[src/qtd_pkg.sv]
// Constants shared by the queue tracking and debug entry block
package qtd_pkg;
	// ----------------------------------------------------------------
	// Queue data-movement and execution-start codes
	// ----------------------------------------------------------------
	localparam logic [1:0] MOVE_NONE     = 2'h0;
	localparam logic [1:0] MOVE_LATCH    = 2'h1;
	localparam logic [1:0] MOVE_ADV_BUS  = 2'h2;
	localparam logic [1:0] MOVE_ADV_LAT  = 2'h3;
	localparam logic [1:0] START_NONE    = 2'h0;
	localparam logic [1:0] START_INTR    = 2'h1;
	localparam logic [1:0] START_EVEN    = 2'h2;
	localparam logic [1:0] START_ODD     = 2'h3;
	// ----------------------------------------------------------------
	// Queue geometry
	// ----------------------------------------------------------------
	localparam int         WORD_W        = 16;
	localparam int         BYTE_W        = 8;
	localparam logic [2:0] MIN_QUEUE_BYTES = 3'h3;
	// ----------------------------------------------------------------
	// Debug link and map
	// ----------------------------------------------------------------
	localparam logic [7:0]  CMD_BACKGROUND = 8'h90;
	localparam logic [7:0]  CMD_WRITE_MAP_BYTE = 8'hC4;
	localparam logic [15:0] FW_ENABLE_ADDR = 16'hFF01;
	localparam logic [7:0]  DEBUG_MAP_PAGE = 8'hFF;
	localparam int          FW_ENABLE_BIT  = 7;
	localparam logic [3:0]  BIT_SAMPLE_CYC = 4'hA;
	localparam logic [9:0]  BIT_TIMEOUT_CYC = 10'h200;
	localparam logic [7:0]  STEAL_LIMIT_CYC = 8'h80;
	localparam logic [3:0]  DENY_DELAY_CYC = 4'h8;
	localparam logic [3:0]  BITS_PER_BYTE  = 4'h8;
	// ----------------------------------------------------------------
	// Bus phase clock: system cycles per half period
	// ----------------------------------------------------------------
	localparam logic [1:0]  E_HALF_CYC     = 2'h2;
endpackage

[src/qtd_top.sv]
// Queue status pins and background debug entry control
module qtd_top (
	input  wire logic        clk_sys_i,
	input  wire logic        rst_i,
	input  wire logic [1:0]  cpu_move_i,
	input  wire logic [1:0]  cpu_start_i,
	input  wire logic        cpu_instr_done_i,
	input  wire logic [15:0] cpu_bus_data_i,
	input  wire logic [15:0] cpu_addr_i,
	input  wire logic        cpu_dead_cycle_i,
	input  wire logic        instr_boundary_i,
	input  wire logic        tag_hit_i,
	input  wire logic        enter_debug_instruction_i,
	input  wire logic        exit_debug_i,
	input  wire logic        debug_wire_pin_i,
	output logic             debug_wire_pin_o,
	output logic             debug_wire_pin_oe_o,
	output logic             bus_phase_clock_o,
	output logic      [1:0]  queue_status_pins_o,
	output logic      [7:0]  opcode_o,
	output logic             queue_starved_o,
	output logic             firmware_enable_bit_o,
	output logic             background_debug_state_o,
	output logic             firmware_cmd_ok_o,
	output logic             debug_map_sel_o,
	output logic             tag_hold_o,
	output logic             cpu_hold_o,
	output logic             freeze_cpu_o
);
	typedef enum logic [2:0] {CMD_IDLE, CMD_ADDR_HI, CMD_ADDR_LO, CMD_DATA_HI,
	                          CMD_DATA_LO, CMD_EXEC} qtd_cmd_t;
	typedef enum logic [1:0] {ACT_IDLE, ACT_PEND, ACT_DENY, ACT_ON} qtd_act_t;

	// ----------------------------------------------------------------
	// Bus phase clock divider
	// ----------------------------------------------------------------
	logic [1:0]  e_cnt;
	logic        e_level;
	wire         e_wrap  = (e_cnt == qtd_pkg::E_HALF_CYC - 2'h1);
	wire         e_rise  = e_wrap && !e_level;
	wire         e_fall  = e_wrap && e_level;
	always_ff @(posedge clk_sys_i) begin
		if (rst_i) begin
			e_cnt   <= 2'h0;
			e_level <= 1'b0;
		end else begin
			e_cnt   <= e_wrap ? 2'h0 : e_cnt + 2'h1;
			e_level <= e_wrap ? !e_level : e_level;
		end
	end
	assign bus_phase_clock_o = e_level;

	// ----------------------------------------------------------------
	// Queue status multiplexing
	// ----------------------------------------------------------------
	logic [1:0]  move_held;
	logic [15:0] data_held;
	logic        instr_busy;
	wire         is_instr = (cpu_start_i == qtd_pkg::START_EVEN) ||
	                        (cpu_start_i == qtd_pkg::START_ODD);
	// hold off a start while the last one runs
	wire  [1:0]  start_gated = (instr_busy && is_instr) ? qtd_pkg::START_NONE : cpu_start_i;
	logic [1:0]  start_held;
	// movement tied to data seen at this falling edge
	always_ff @(posedge clk_sys_i) begin
		if (rst_i) begin
			move_held <= qtd_pkg::MOVE_NONE;
			data_held <= 16'h0000;
		end else if (e_fall) begin
			move_held <= cpu_move_i;
			data_held <= cpu_bus_data_i;
		end
	end
	// busy from a start until the CPU reports completion
	always_ff @(posedge clk_sys_i) begin
		if (rst_i) begin
			instr_busy <= 1'b0;
			start_held <= qtd_pkg::START_NONE;
		end else begin
			if (e_rise) begin
				start_held <= start_gated;
			end
			if (e_rise && (start_gated == qtd_pkg::START_EVEN ||
			               start_gated == qtd_pkg::START_ODD)) begin
				instr_busy <= 1'b1;
			end else if (cpu_instr_done_i) begin
				instr_busy <= 1'b0;
			end
		end
	end
	// Pins change at the opposite edge so each code is settled when sampled
	// refresh on every half period
	always_ff @(posedge clk_sys_i) begin
		if (rst_i) begin
			queue_status_pins_o <= qtd_pkg::MOVE_NONE;
		end else if (e_fall) begin
			// movement code for the low phase
			queue_status_pins_o <= cpu_move_i;
		end else if (e_rise) begin
			// start code for the high phase
			queue_status_pins_o <= start_gated;
		end
	end

	qtd_queue u_queue (
		.clk_sys_i  (clk_sys_i),
		.rst_i      (rst_i),
		.move_en_i  (e_rise),
		.move_i     (move_held),
		.bus_data_i (data_held),
		.start_en_i (e_fall),
		.start_i    (start_held),
		.opcode_o   (opcode_o),
		.starved_o  (queue_starved_o)
	);

	// ----------------------------------------------------------------
	// Debug wire receiver and command decode
	// ----------------------------------------------------------------
	logic [7:0]  rx_byte;
	logic        rx_valid;
	logic        rx_timeout;
	qtd_cmd_t    cmd_state;
	logic [15:0] cmd_addr;
	logic [15:0] cmd_data;
	logic [7:0]  steal_cnt;
	logic        fw_write_done;
	qtd_wire_rx u_rx (
		.clk_sys_i    (clk_sys_i),
		.rst_i        (rst_i),
		.wire_i       (debug_wire_pin_i),
		.byte_o       (rx_byte),
		.byte_valid_o (rx_valid),
		.timeout_o    (rx_timeout)
	);
	// Receive only: the target never drives the wire here
	always_ff @(posedge clk_sys_i) begin
		debug_wire_pin_o    <= 1'b0;
		debug_wire_pin_oe_o <= 1'b0;
	end
	wire enter_debug_instruction_cmd  = rx_valid && (cmd_state == CMD_IDLE) &&
	                 (rx_byte == qtd_pkg::CMD_BACKGROUND);
	wire steal_now = (steal_cnt == qtd_pkg::STEAL_LIMIT_CYC);
	// free cycle first, steal after the wait limit
	wire exec_go   = (cmd_state == CMD_EXEC) && (cpu_dead_cycle_i || freeze_cpu_o);
	wire wr_byte   = cmd_addr[0] ? cmd_data[qtd_pkg::FW_ENABLE_BIT] :
	                 cmd_data[qtd_pkg::FW_ENABLE_BIT + qtd_pkg::BYTE_W];
	// Command sequencer; a link time-out clears any partial command
	always_ff @(posedge clk_sys_i) begin
		if (rst_i || rx_timeout) begin
			cmd_state <= CMD_IDLE;
			cmd_addr  <= 16'h0000;
			cmd_data  <= 16'h0000;
		end else begin
			unique case (cmd_state)
				CMD_IDLE: begin
					if (rx_valid && rx_byte == qtd_pkg::CMD_WRITE_MAP_BYTE) begin
						cmd_state <= CMD_ADDR_HI;
					end
				end
				CMD_ADDR_HI: begin
					if (rx_valid) begin
						cmd_addr[15:8] <= rx_byte;
						cmd_state      <= CMD_ADDR_LO;
					end
				end
				CMD_ADDR_LO: begin
					if (rx_valid) begin
						cmd_addr[7:0] <= rx_byte;
						cmd_state     <= CMD_DATA_HI;
					end
				end
				CMD_DATA_HI: begin
					if (rx_valid) begin
						cmd_data[15:8] <= rx_byte;
						cmd_state      <= CMD_DATA_LO;
					end
				end
				CMD_DATA_LO: begin
					if (rx_valid) begin
						cmd_data[7:0] <= rx_byte;
						cmd_state     <= CMD_EXEC;
					end
				end
				CMD_EXEC: begin
					if (exec_go) begin
						cmd_state <= CMD_IDLE;
					end
				end
			endcase
		end
	end
	// Cycle stealing: freeze the CPU for one cycle if no dead cycle shows up
	always_ff @(posedge clk_sys_i) begin
		if (rst_i || cmd_state != CMD_EXEC || exec_go) begin
			steal_cnt    <= 8'h00;
			freeze_cpu_o <= 1'b0;
		end else begin
			steal_cnt    <= steal_now ? steal_cnt : steal_cnt + 8'h01;
			freeze_cpu_o <= steal_now && !cpu_dead_cycle_i;
		end
	end
	// firmware enable set by byte write at its address
	always_ff @(posedge clk_sys_i) begin
		if (rst_i) begin
			firmware_enable_bit_o <= 1'b0;
			fw_write_done         <= 1'b0;
		end else begin
			fw_write_done <= exec_go && (cmd_addr == qtd_pkg::FW_ENABLE_ADDR);
			if (exec_go && cmd_addr == qtd_pkg::FW_ENABLE_ADDR) begin
				firmware_enable_bit_o <= wr_byte;
			end
		end
	end

	// ----------------------------------------------------------------
	// Background mode activation; no operating mode input gates it
	// ----------------------------------------------------------------
	qtd_act_t    act_state;
	qtd_act_t    next_act;
	logic [3:0]  deny_cnt;
	wire         want_now = tag_hit_i || enter_debug_instruction_i;
	wire         deny_done = (deny_cnt == qtd_pkg::DENY_DELAY_CYC - 4'h1);
	always_comb begin
		next_act = act_state;
		unique case (act_state)
			ACT_IDLE: begin
				// disabled attempt goes to a short hold
				if ((want_now || enter_debug_instruction_cmd) && !firmware_enable_bit_o) begin
					next_act = ACT_DENY;
				end else if (want_now) begin
					// tag enters before the instruction runs
					next_act = ACT_ON;
				end else if (enter_debug_instruction_cmd) begin
					next_act = ACT_PEND;
				end
			end
			ACT_PEND: next_act = instr_boundary_i ? ACT_ON : ACT_PEND;
			ACT_DENY: next_act = deny_done ? ACT_IDLE : ACT_DENY;
			ACT_ON:   next_act = exit_debug_i ? ACT_IDLE : ACT_ON;
		endcase
	end

	always_ff @(posedge clk_sys_i) begin
		if (rst_i) begin
			act_state <= ACT_IDLE;
			deny_cnt  <= 4'h0;
		end else begin
			act_state <= next_act;
			deny_cnt  <= (act_state == ACT_DENY) ? deny_cnt + 4'h1 : 4'h0;
		end
	end
	// activation maps the debug page and sets background state
	always_ff @(posedge clk_sys_i) begin
		if (rst_i) begin
			background_debug_state_o <= 1'b0;
			firmware_cmd_ok_o        <= 1'b0;
			debug_map_sel_o          <= 1'b0;
			tag_hold_o               <= 1'b0;
			cpu_hold_o               <= 1'b0;
		end else begin
			background_debug_state_o <= (next_act == ACT_ON);
			firmware_cmd_ok_o        <= (next_act == ACT_ON);
			// ROM visible only in background mode
			debug_map_sel_o          <= (next_act == ACT_ON) &&
			                            (cpu_addr_i[15:8] == qtd_pkg::DEBUG_MAP_PAGE);
			tag_hold_o               <= tag_hit_i && (act_state == ACT_IDLE) &&
			                            firmware_enable_bit_o;
			cpu_hold_o               <= (next_act == ACT_DENY);
		end
	end
endmodule

[src/qtd_queue.sv]
// Two-stage instruction queue with holding latch
module qtd_queue (
	input  wire logic        clk_sys_i,
	input  wire logic        rst_i,
	input  wire logic        move_en_i,
	input  wire logic [1:0]  move_i,
	input  wire logic [15:0] bus_data_i,
	input  wire logic        start_en_i,
	input  wire logic [1:0]  start_i,
	output logic      [7:0]  opcode_o,
	output logic             starved_o
);
	logic [15:0] hold_latch;
	logic [15:0] stage1;
	logic [15:0] stage2;
	logic        v_latch;
	logic        v1;
	logic        v2;
	logic [2:0]  avail;
	wire         adv        = move_en_i && (move_i == qtd_pkg::MOVE_ADV_BUS ||
	                                        move_i == qtd_pkg::MOVE_ADV_LAT);
	wire  [15:0] fill_word  = (move_i == qtd_pkg::MOVE_ADV_LAT) ? hold_latch : bus_data_i;
	wire         fill_valid = (move_i == qtd_pkg::MOVE_ADV_LAT) ? v_latch : 1'b1;
	wire         odd_start  = (start_i == qtd_pkg::START_ODD);
	wire         instr_go   = start_en_i && (start_i == qtd_pkg::START_EVEN || odd_start);

	// Bytes left for the CPU from the opcode byte onward
	assign avail = {1'b0, v1, 1'b0} + (odd_start ? {2'h0, v2} : {1'b0, v2, 1'b0});

	// ----------------------------------------------------------------
	// Queue movement
	// ----------------------------------------------------------------
	// two stages plus latch
	always_ff @(posedge clk_sys_i) begin
		if (rst_i) begin
			hold_latch <= 16'h0000;
			stage1     <= 16'h0000;
			stage2     <= 16'h0000;
			v_latch    <= 1'b0;
			v1         <= 1'b0;
			v2         <= 1'b0;
		end else if (move_en_i && move_i == qtd_pkg::MOVE_LATCH) begin
			hold_latch <= bus_data_i;
			v_latch    <= 1'b1;
		end else if (adv) begin
			stage2 <= stage1;
			v2     <= v1;
			stage1 <= fill_word;
			v1     <= fill_valid;
			if (move_i == qtd_pkg::MOVE_ADV_LAT) begin
				v_latch <= 1'b0;
			end
		end
	end

	// ----------------------------------------------------------------
	// Opcode pick and starvation flag
	// ----------------------------------------------------------------
	// even high byte, odd low byte
	always_ff @(posedge clk_sys_i) begin
		if (rst_i) begin
			opcode_o  <= 8'h00;
			starved_o <= 1'b0;
		end else if (instr_go) begin
			opcode_o  <= odd_start ? stage2[7:0] : stage2[15:8];
			starved_o <= (avail < qtd_pkg::MIN_QUEUE_BYTES);
		end
	end
endmodule

[src/qtd_wire_rx.sv]
// Receiver for bytes sent by the host over the debug wire
module qtd_wire_rx (
	input  wire logic       clk_sys_i,
	input  wire logic       rst_i,
	input  wire logic       wire_i,
	output logic      [7:0] byte_o,
	output logic            byte_valid_o,
	output logic            timeout_o
);
	logic       sync1;
	logic       sync2;
	logic       sync3;
	logic       sampling;
	logic [3:0] sample_cnt;
	logic [3:0] bit_cnt;
	logic [9:0] idle_cnt;
	logic [7:0] shift;
	wire        fall      = sync3 && !sync2;
	wire        sample_now = sampling && (sample_cnt == qtd_pkg::BIT_SAMPLE_CYC);
	wire        last_bit  = (bit_cnt == qtd_pkg::BITS_PER_BYTE - 4'h1);
	wire        time_out  = (bit_cnt != 4'h0) && (idle_cnt == qtd_pkg::BIT_TIMEOUT_CYC);

	// Pin synchroniser, host edges are asynchronous
	always_ff @(posedge clk_sys_i) begin
		if (rst_i) begin
			sync1 <= 1'b1;
			sync2 <= 1'b1;
			sync3 <= 1'b1;
		end else begin
			sync1 <= wire_i;
			sync2 <= sync1;
			sync3 <= sync2;
		end
	end

	// ----------------------------------------------------------------
	// Bit timing: host falling edge opens each bit, MSB first
	// ----------------------------------------------------------------
	always_ff @(posedge clk_sys_i) begin
		if (rst_i || time_out) begin
			sampling     <= 1'b0;
			sample_cnt   <= 4'h0;
			bit_cnt      <= 4'h0;
			idle_cnt     <= 10'h000;
			shift        <= 8'h00;
			byte_valid_o <= 1'b0;
			byte_o       <= 8'h00;
			timeout_o    <= time_out;
		end else begin
			byte_valid_o <= 1'b0;
			timeout_o    <= 1'b0;
			idle_cnt     <= fall ? 10'h000 : idle_cnt + 10'h001;
			if (fall) begin
				sampling   <= 1'b1;
				sample_cnt <= 4'h1;
			end else if (sample_now) begin
				// bits arrive on the single wire
				sampling <= 1'b0;
				shift    <= {shift[6:0], sync2};
				bit_cnt  <= last_bit ? 4'h0 : bit_cnt + 4'h1;
				if (last_bit) begin
					byte_o       <= {shift[6:0], sync2};
					byte_valid_o <= 1'b1;
				end
			end else if (sampling) begin
				sample_cnt <= sample_cnt + 4'h1;
			end
		end
	end
endmodule

[config.mk]
export PLATFORM = sky130hd
export DESIGN_NAME = qtd_top
export DESIGN_NICKNAME = d
export VERILOG_FILES = /design/src/qtd_pkg.sv /design/src/qtd_top.sv /design/src/qtd_queue.sv /design/src/qtd_wire_rx.sv
export SDC_FILE = /design/constraint.sdc
export NUM_CORES = 1
export LEC_CHECK = 0
export BUFFER_PORTS_ARGS = -buffer_cell sky130_fd_sc_hd__buf_2
export CORE_ASPECT_RATIO = 0.75
export CORE_MARGIN = 5
export CORE_UTILIZATION = 35
export CTS_CLUSTER_SIZE = 14
export DETAILED_ROUTE_END_ITERATION = 12
export PLACE_DENSITY_LB_ADDON = 0.2
export SETUP_SLACK_MARGIN = 0.4
export SYNTH_ARGS = -nofsm -noshare
export SYNTH_HDL_FRONTEND = slang
export SYNTH_HIERARCHICAL = 1
export SYNTH_SLANG_ARGS = --single-unit
[constraint.sdc]
create_clock -name clk_sys_i -period 2.1 [get_ports clk_sys_i]
set_input_delay 0.105 -clock clk_sys_i [delete_from_list [all_inputs] [get_ports clk_sys_i]]
set_output_delay 0.105 -clock clk_sys_i [all_outputs]
set_load 0.05 [all_outputs]
==> results of run 1 <==
[flip-flops by register name, summed over array words and instances, names as in the netlist, 2 cells and up]
signal               count
deny_cnt                 4
cmd_data                 2
u_queue/stage2          16
u_queue/stage1          16
u_queue/opcode_o         8
data_held               16
u_rx/bit_cnt             4
u_rx/sample_cnt          4
u_rx/shift               7
queue_status_pins_o      2
u_rx/byte_o              8
steal_cnt                8
e_cnt                    2
cmd_addr                16
move_held                2
u_rx/idle_cnt           10
act_state                2
start_held               2
u_queue/hold_latch      16
cmd_state                3
[power groups by stage]
stage          Combinational, mW  Clock, mW  Sequential [mW]
3_5_place_dp               0.520          0             3.35
5_1_grt                    0.634       3.39             3.29
6_report                   0.579       3.16             3.28
2_1_floorplan              0.363          0             3.37
3_3_place_gp               0.520          0             3.35
4_1_cts                    0.574       3.26             3.28
[worst paths after layout]
path	startpoint	end	slack, ns	cells past startpoint
worst min register to register	u_rx/sync1	u_rx/sync2	0.42	1
worst max register to register	u_rx/idle_cnt[5]	u_rx/idle_cnt[5]	0.37	5
worst min-delay path	cpu_dead_cycle_i	steal_cnt[0]	0.02	3
worst max-delay path	u_rx/idle_cnt[5]	u_rx/idle_cnt[5]	0.37	5
[cell usage in the layout, fill, tap and decap left out, types with 6 or more instances in the layout]
master         count
a211oi_1          21
dfxtp_2           10
inv_6              6
nand2_1           60
buf_2             54
clkbuf_16         17
nor2_1            40
inv_1             16
xnor2_1            7
o21ai_0           13
o31ai_1           11
nor3_1            11
mux2i_1           54
nand2b_1          38
dlygate4sd3_1     23
nand4_1           17
ha_1               8
xor2_1            10
nand3_1           37
buf_4             26
dfxtp_1          155
a21oi_1           94
a21bo_1           15
a211oi_2          11
[cell type report]
type	count	area, sq um	area share, %
clock buffers	17	425	4.86
clock inverters	15	165	1.89
inverters	18	72.6	0.830
multi-input cells	533	3600	41.1
flip-flops and latches	166	3340	38.2
well taps	282	353	4.03
repair buffers	110	796	9.10
[cells by family (layout without fill, tap and decap cells)]
| group | after synthesis | count (layout) | share of synthesized area (%) |
|---|---|---|---|
| flops | 166 | 166 | 45.8 |
| buf+inv | 80 | 160 | 5.69 |
| compound gates | 187 | 187 | 17.3 |
| simple gates | 263 | 263 | 19.9 |
| fa+ha+maj | 10 | 10 | 1.72 |
| xor+xnor | 17 | 17 | 2.05 |
| other cells | 1 | 2 | 0.0517 |
| mux | 54 | 54 | 7.45 |
[what timing repair did]
item	4_1_cts	5_1_grt
endpoints found under the hold margin	24	0
setup buffers	6	1
resized for setup	9	21
hold buffers	23	0
gates cloned	3	0
pin swaps	2	2
endpoints found under the setup margin	71	57
[per-stage QoR]
stage | hold slack [ns] | area (sq um) | util (%) | instances | setup slack (ns)
finish | 0.0245 | 8750 | 43.0 | 1141 | 0.366
global route | 0.0297 | 8750 | 43.0 | 1141 | 0.322
CTS | 0.0272 | 8670 | 42.7 | 1140 | 0.353
detailed placement | 0.293 | 7770 | 38.2 | 1076 | 0.306
global placement | 0.291 | 7770 | 38.2 | 1076 | 0.319
floorplan | 0.209 | 7300 | - | 779 | 0.335
[layer usage]
layer,up-vias,global-route usage [%]
met5,-,0
met4,0,3.77
met3,8,3.41
met2,79,19.0
met1,2607,21.5
li1,2888,-
[synthesized netlist by cell type, types with 7 or more instances]
library cell	instances	area, sq um
mux2i_1	54	541
buf_4	7	52.6
a21oi_1	96	480
inv_1	17	63.8
nor2_1	41	154
nand4_1	17	106
buf_6	7	78.8
nor3_1	11	55.1
xor2_1	10	87.6
xnor2_1	7	61.3
dfxtp_1	166	3320
nand2b_1	38	238
o31ai_1	12	90.1
o21ai_0	13	65.1
nand3_1	37	185
ha_1	10	125
a211oi_1	22	165
a21bo_1	15	150
buf_2	17	85.1
a211oi_2	10	125
clkbuf_1	28	105
nand2_1	61	229
[worst register-to-register path, cell delays in order, from the launching register on]
cell,delay (ns)
dfxtp_4,0.35
or4_4,0.55
o41ai_4,0.34
buf_6,0.17
buf_8,0.14
a211oi_1,0.05
==> summary.md, run 1 <==
| Metric | Value |
|---|---|
| Status | finished clean |
| Required time reported for the critical path endpoint | 2.39 ns |
| Data arrival time of the critical path | 2.02 ns |
| Family with the most delay on the worst path | simple AND/OR/NAND/NOR gates |
| Number of flip-flops and latches in the synthesized netlist | 166 |
| Antenna violation net count after detailed routing | 0 |
| Number of filler cells placed in the layout | 1961 |
| Number of enable flip-flop cells after synthesis | 0 |
| Count of buffers from port buffering | 55 |
| Grt total ovfl | 0 |
| Detailed Place HPWL | 10.5 mm |
| Cell with the largest stage delay on the worst path | or4_4 |
| Clock insertion delay at the later pin of the skew report | 0.42 ns |
| Worst vdd rail ir drop | 0.527 mV |
| Crit Path Class | reg2reg |
| Wire length of the first global-routing pass | 26.9 mm |
| Critical-path maximum fanout | 9 |
| Total standard cell area after synthesis | 7250 sq um |
| Leakage | 3.01 nW |
| Clock tree from TritonCTS | yes |
| Total clock sinks | 166 |
| Synthesized area per cell | 9.32 sq um |
| Die area | 23700 sq um |
| Power share of the clock group | 45.0% |
| Kind of launch point of the worst setup path | flip-flop |
| Final slew viol count | 0 |
| DR vias/cell | 4.89 |
| FFs w/ async S/R, synth | 0% |
| Number of detailed-routing iterations run before antenna repair | 4 |
| Maximum root-to-sink buffer count | 2 |
| Placer congestion estimate | 0.715 |
| Internal power of the cells | 5.22 mW |
| CP Cell Sequence | or4_4 -> o41ai_4 -> buf_6 -> buf_8 -> a211oi_1 |
| WL met2 | 6.59 mm |
| Period utilisation layout | 82.6% |
| Overall Power | 7.01 mW |
| Share of cells above drive strength 1 | 20.3% |
| Count of yosys warnings during synthesis | 6 |
| Worst path buffer plus inverter count | 2 |
| Via count of the first global-routing pass | 5193 |
| Area delta synth->final | 20.6% |
| Width of the chip | 176 um |
| Global router's overall resource usage | 13.9% |
| Number of top-level pins | 66 |
| Number of hold violations in the final report | 0 |
| Primary FF master, synth | dfxtp_1 |
| Initial antenna violation count | 0 |
| Number of setup violations in the final report | 0 |
| Post-Route WL | 16.4 mm |
| Switching share of power | 25.6% |
| Delay of the slowest cell on the worst path | 0.55 ns |
| Sum Neg Setup Slack | 0 ns |
| Proportion of power drawn by combinational gates | 8.3% |
| CTS clock-pin slew for the worst setup and hold paths | 0.07 ns |
| Residual DRC count | 0 |
| Relative contribution of sequential cells to total power | 46.8% |
| Power density of the placed cells | 802 nW/um^2 |
| Average detailed-routed wire length per instance | 14.4 um |
| Sequential fraction of the synthesis area | 45.8% |
| Met1 wire length | 9.13 mm |
| Final worst clock skew | 0.00836 ns |
| Worst max-slew margin expressed relative to the limit | 58.2% |
| Max-capacitance violation count | 0 |
| Die Y | 135 um |
| N_diodes | 0 |
| Initial drt markers | 398 |
| Number of distinct library cell variants in the gate-level netlist after synthesis | 65 |
| Final period demand of the worst path | 1.73 ns |
| Core Footprint | 20300 sq um |
| Switching component of the power | 1.80 mW |
| Maximum number of pins on one net before global-route repair | 62 |
| Max Clock Freq | 577 MHz |
| Slew at the pin with the worst max-slew slack | 0.627 ns |
| Metal3 WL | 598 um |
| Min-Delay Path Class | in2reg |
| Routed vias | 5582 |
| Number of H-tree levels | 4 |
| Crit. End Element | flip-flop |
| Unrepaired setup endpoints after global routing | yes |
| Number of CTS-inserted buffers | 17 |
| Starting Density | 35.7% |
| Row cnt | 45 |
| Net count, final | 901 |
| Root buf cell | clkbuf_16 |
| Count of mapped cells out of synthesis | 778 |
| Uppermost routed layer | met4 |
(Power assumes the default switching activity.)
==> inputs of run 2 (changes only) <==
Clock period 2.1 ns to 1.5 ns, I/O delays scaled along.
==> run 2 against run 1 <==
The flow now finishes with violations (negative setup slack). Global-route usage up 3.1 points. Die area unchanged. Flip-flop and latch count unchanged. Register-to-register slack worse by 0.62 ns. Maximum frequency decreased by 1.3%. Sequential share of layout area decreased by 7.8 points. Critical path type unchanged. Largest power group unchanged.
==> summary.md, run 2 (synthesis results as in run 1) <==
| Metric | Value |
|---|---|
| Worst Slack Setup Final | -0.256 ns (-0.622 ns) |
| Net count, final | 996 (+11%) |
| Worst max-slew margin expressed relative to the limit | 60.3% (+2.1 points) |
| Number of detailed-routing iterations run before antenna repair | 5 (+1) |
| Final period demand of the worst path | 1.76 ns (+0.0221 ns) |
| Clock tree from TritonCTS | yes |
| Crit. End Element | flip-flop |
| Unrepaired setup endpoints after global routing | yes |
| Period utilisation layout | 117% (+35 points) |
| Final design instance area without fill | 11100 sq um (+27%) |
| Antenna violation net count after detailed routing | 0 (unchanged) |
| Number of CTS-inserted buffers | 17 (unchanged) |
| Placer congestion estimate | 0.767 (+7.2%) |
| Status | finished, violations left |
| Max Clock Freq | 569 MHz (-1.3%) |
| Worst hold margin | 0.0329 ns (+0.00843 ns) |
| Crit Path Class | reg2reg |
| Most frequent standard cell in the layout excluding fill and tap cells | dfxtp_1 |
| Total clock sinks | 166 (unchanged) |
| Starting Density | 35.7% (unchanged) |
| Final slew viol count | 0 (unchanged) |
| Count of buffers from port buffering | 55 (unchanged) |
| Via count of the first global-routing pass | 5980 (+15%) |
| Initial drt markers | 274 (-31%) |
| Min-Delay Path Class | in2reg |
| Commonest cells after routing, fill and taps aside | dfxtp_1 (137), buf_4 (74), a21oi_2 (58), mux2i_1 (52), nand2b_1 (36) |
| Kind of launch point of the worst setup path | flip-flop |
| Setup slack at placement | -0.259 ns (-0.565 ns) |
| Final worst clock skew | 0.00952 ns (+0.00116 ns) |
| Clock insertion delay at the later pin of the skew report | 0.43 ns (about the same) |
| Power density of the placed cells | 949 nW/um^2 (+18%) |
| Initial antenna violation count | 0 (unchanged) |
| Violated checks | negative setup slack |
| Max-capacitance violation count | 0 (unchanged) |
| Post-Route WL | 20.5 mm (+25%) |
| Number of top-level pins | 66 (unchanged) |
| Number of setup violations in the final report | 38 (+38) |
| End-of-flow core utilization | 54.7% (+12 points) |
| Die Y | 135 um (unchanged) |
| Area delta synth->final | 53.2% |
| Sum Neg Setup Slack | -8.49 ns (-8.49 ns) |
| Overall Power | 10.5 mW (+50%) |
| N_diodes | 0 (unchanged) |
| Required time reported for the critical path endpoint | 1.80 ns (-0.59 ns) |
| Number of H-tree levels | 4 (unchanged) |
| Slew at the pin with the worst max-slew slack | 0.595 ns (-0.0317 ns) |
| Leakage | 3.96 nW (+32%) |
| Placed insts | 1132 (+5.2%) |
| Routed vias | 6283 (+13%) |
| Maximum number of pins on one net before global-route repair | 106 (+71%) |
| Residual DRC count | 0 (unchanged) |
| Final Non-Filler Cells | 1236 (+8.3%) |
| Worst vdd rail ir drop | 0.558 mV (+6.0%) |
| Share of cells above drive strength 1 | 47.7% (+27 points) |
| Grt total ovfl | 0 (unchanged) |
| Root buf cell | clkbuf_16 |
| Global router's overall resource usage | 17.0% (+3.1 points) |
| Width of the chip | 176 um (unchanged) |
| DR vias/cell | 5.08 (+3.9%) |
| Maximum root-to-sink buffer count | 2 (unchanged) |
| Area of placed instances | 8520 sq um (+9.6%) |
| Critical-path maximum fanout | 14 (+5) |
| Row cnt | 45 (unchanged) |
| Wire length of the first global-routing pass | 32.3 mm (+20%) |
| Data arrival time of the critical path | 2.06 ns (+0.04 ns) |
| Number of hold violations in the final report | 0 (unchanged) |
| Detailed Place HPWL | 12.0 mm (+14%) |
| Core Footprint | 20300 sq um (unchanged) |
| Average detailed-routed wire length per instance | 16.6 um (+15%) |
| Die area | 23700 sq um (unchanged) |
| CTS clock-pin slew for the worst setup and hold paths | 0.07 ns (about the same) |
[run 2: cell count changes in the layout (fill, tap and decap cells not counted), moves of 25 or more]
cell,change
a21oi_2,+56
nand2_4,+25
nand2_1,-39
buf_4,+48
a21oi_1,-66
buf_6,+30
[run 2: power breakdown]
part / switching (mW) / leakage, nW / internal, mW
clock network: 1.90 / 0.289 / 2.50
logic: 0.772 / 2.32 / 0.779
registers: 0.0996 / 1.36 / 4.50
[run 2: worst max-delay path: stages, from the launching register on]
cell and delay, ns:
dfxtp_2 0.32, or4_4 0.54, o41ai_4 0.38, buf_4 0.21, buf_16 0.14, a31oi_1 0.04
[run 2: area by class of cell]
cell class,count,area [sq um]
Fill cell,1747,9210
Multi-Input combinational cell,534,4560
Sequential cell,166,3370
Timing Repair Buffer,204,2160
Clock buffer,20,478
Tap cell,282,353
Clock inverter,12,116
Inverter,18,80.1
[run 2: repair_timing]
| action | in CTS | in global routing |
|---|---|---|
| gates resized for setup | 194 | 102 |
| buffers inserted | 26 | 11 |
| hold buffers | 22 | 0 |
| endpoints found under the setup margin | 173 | 161 |
| pin swaps | 103 | 36 |
| gates cloned | 13 | 0 |
| endpoints found under the hold margin | 22 | 0 |
[run 2: metal layers]
metal / part of all wire (%) / vias to the layer above / global-route usage (%)
met4: 1.2 / 0 / 3.81
li1: - / 3114 / -
met5: 0 / - / 0
met2: 41 / 119 / 23.4
met1: 54 / 3035 / 26.9
met3: 3.5 / 15 / 3.53
[run 2: final timing paths]
| kind | startpoint | cells after the start | slack [ns] | end |
|---|---|---|---|---|
| max | u_rx/idle_cnt[8] | 5 | -0.26 | u_rx/sample_cnt[0] |
| min | cpu_addr_i[9] | 4 | 0.03 | debug_map_sel_o |
| max reg2reg | u_rx/idle_cnt[8] | 5 | -0.26 | u_rx/sample_cnt[0] |
| min reg2reg | deny_cnt[0] | 1 | 0.42 | deny_cnt[0] |
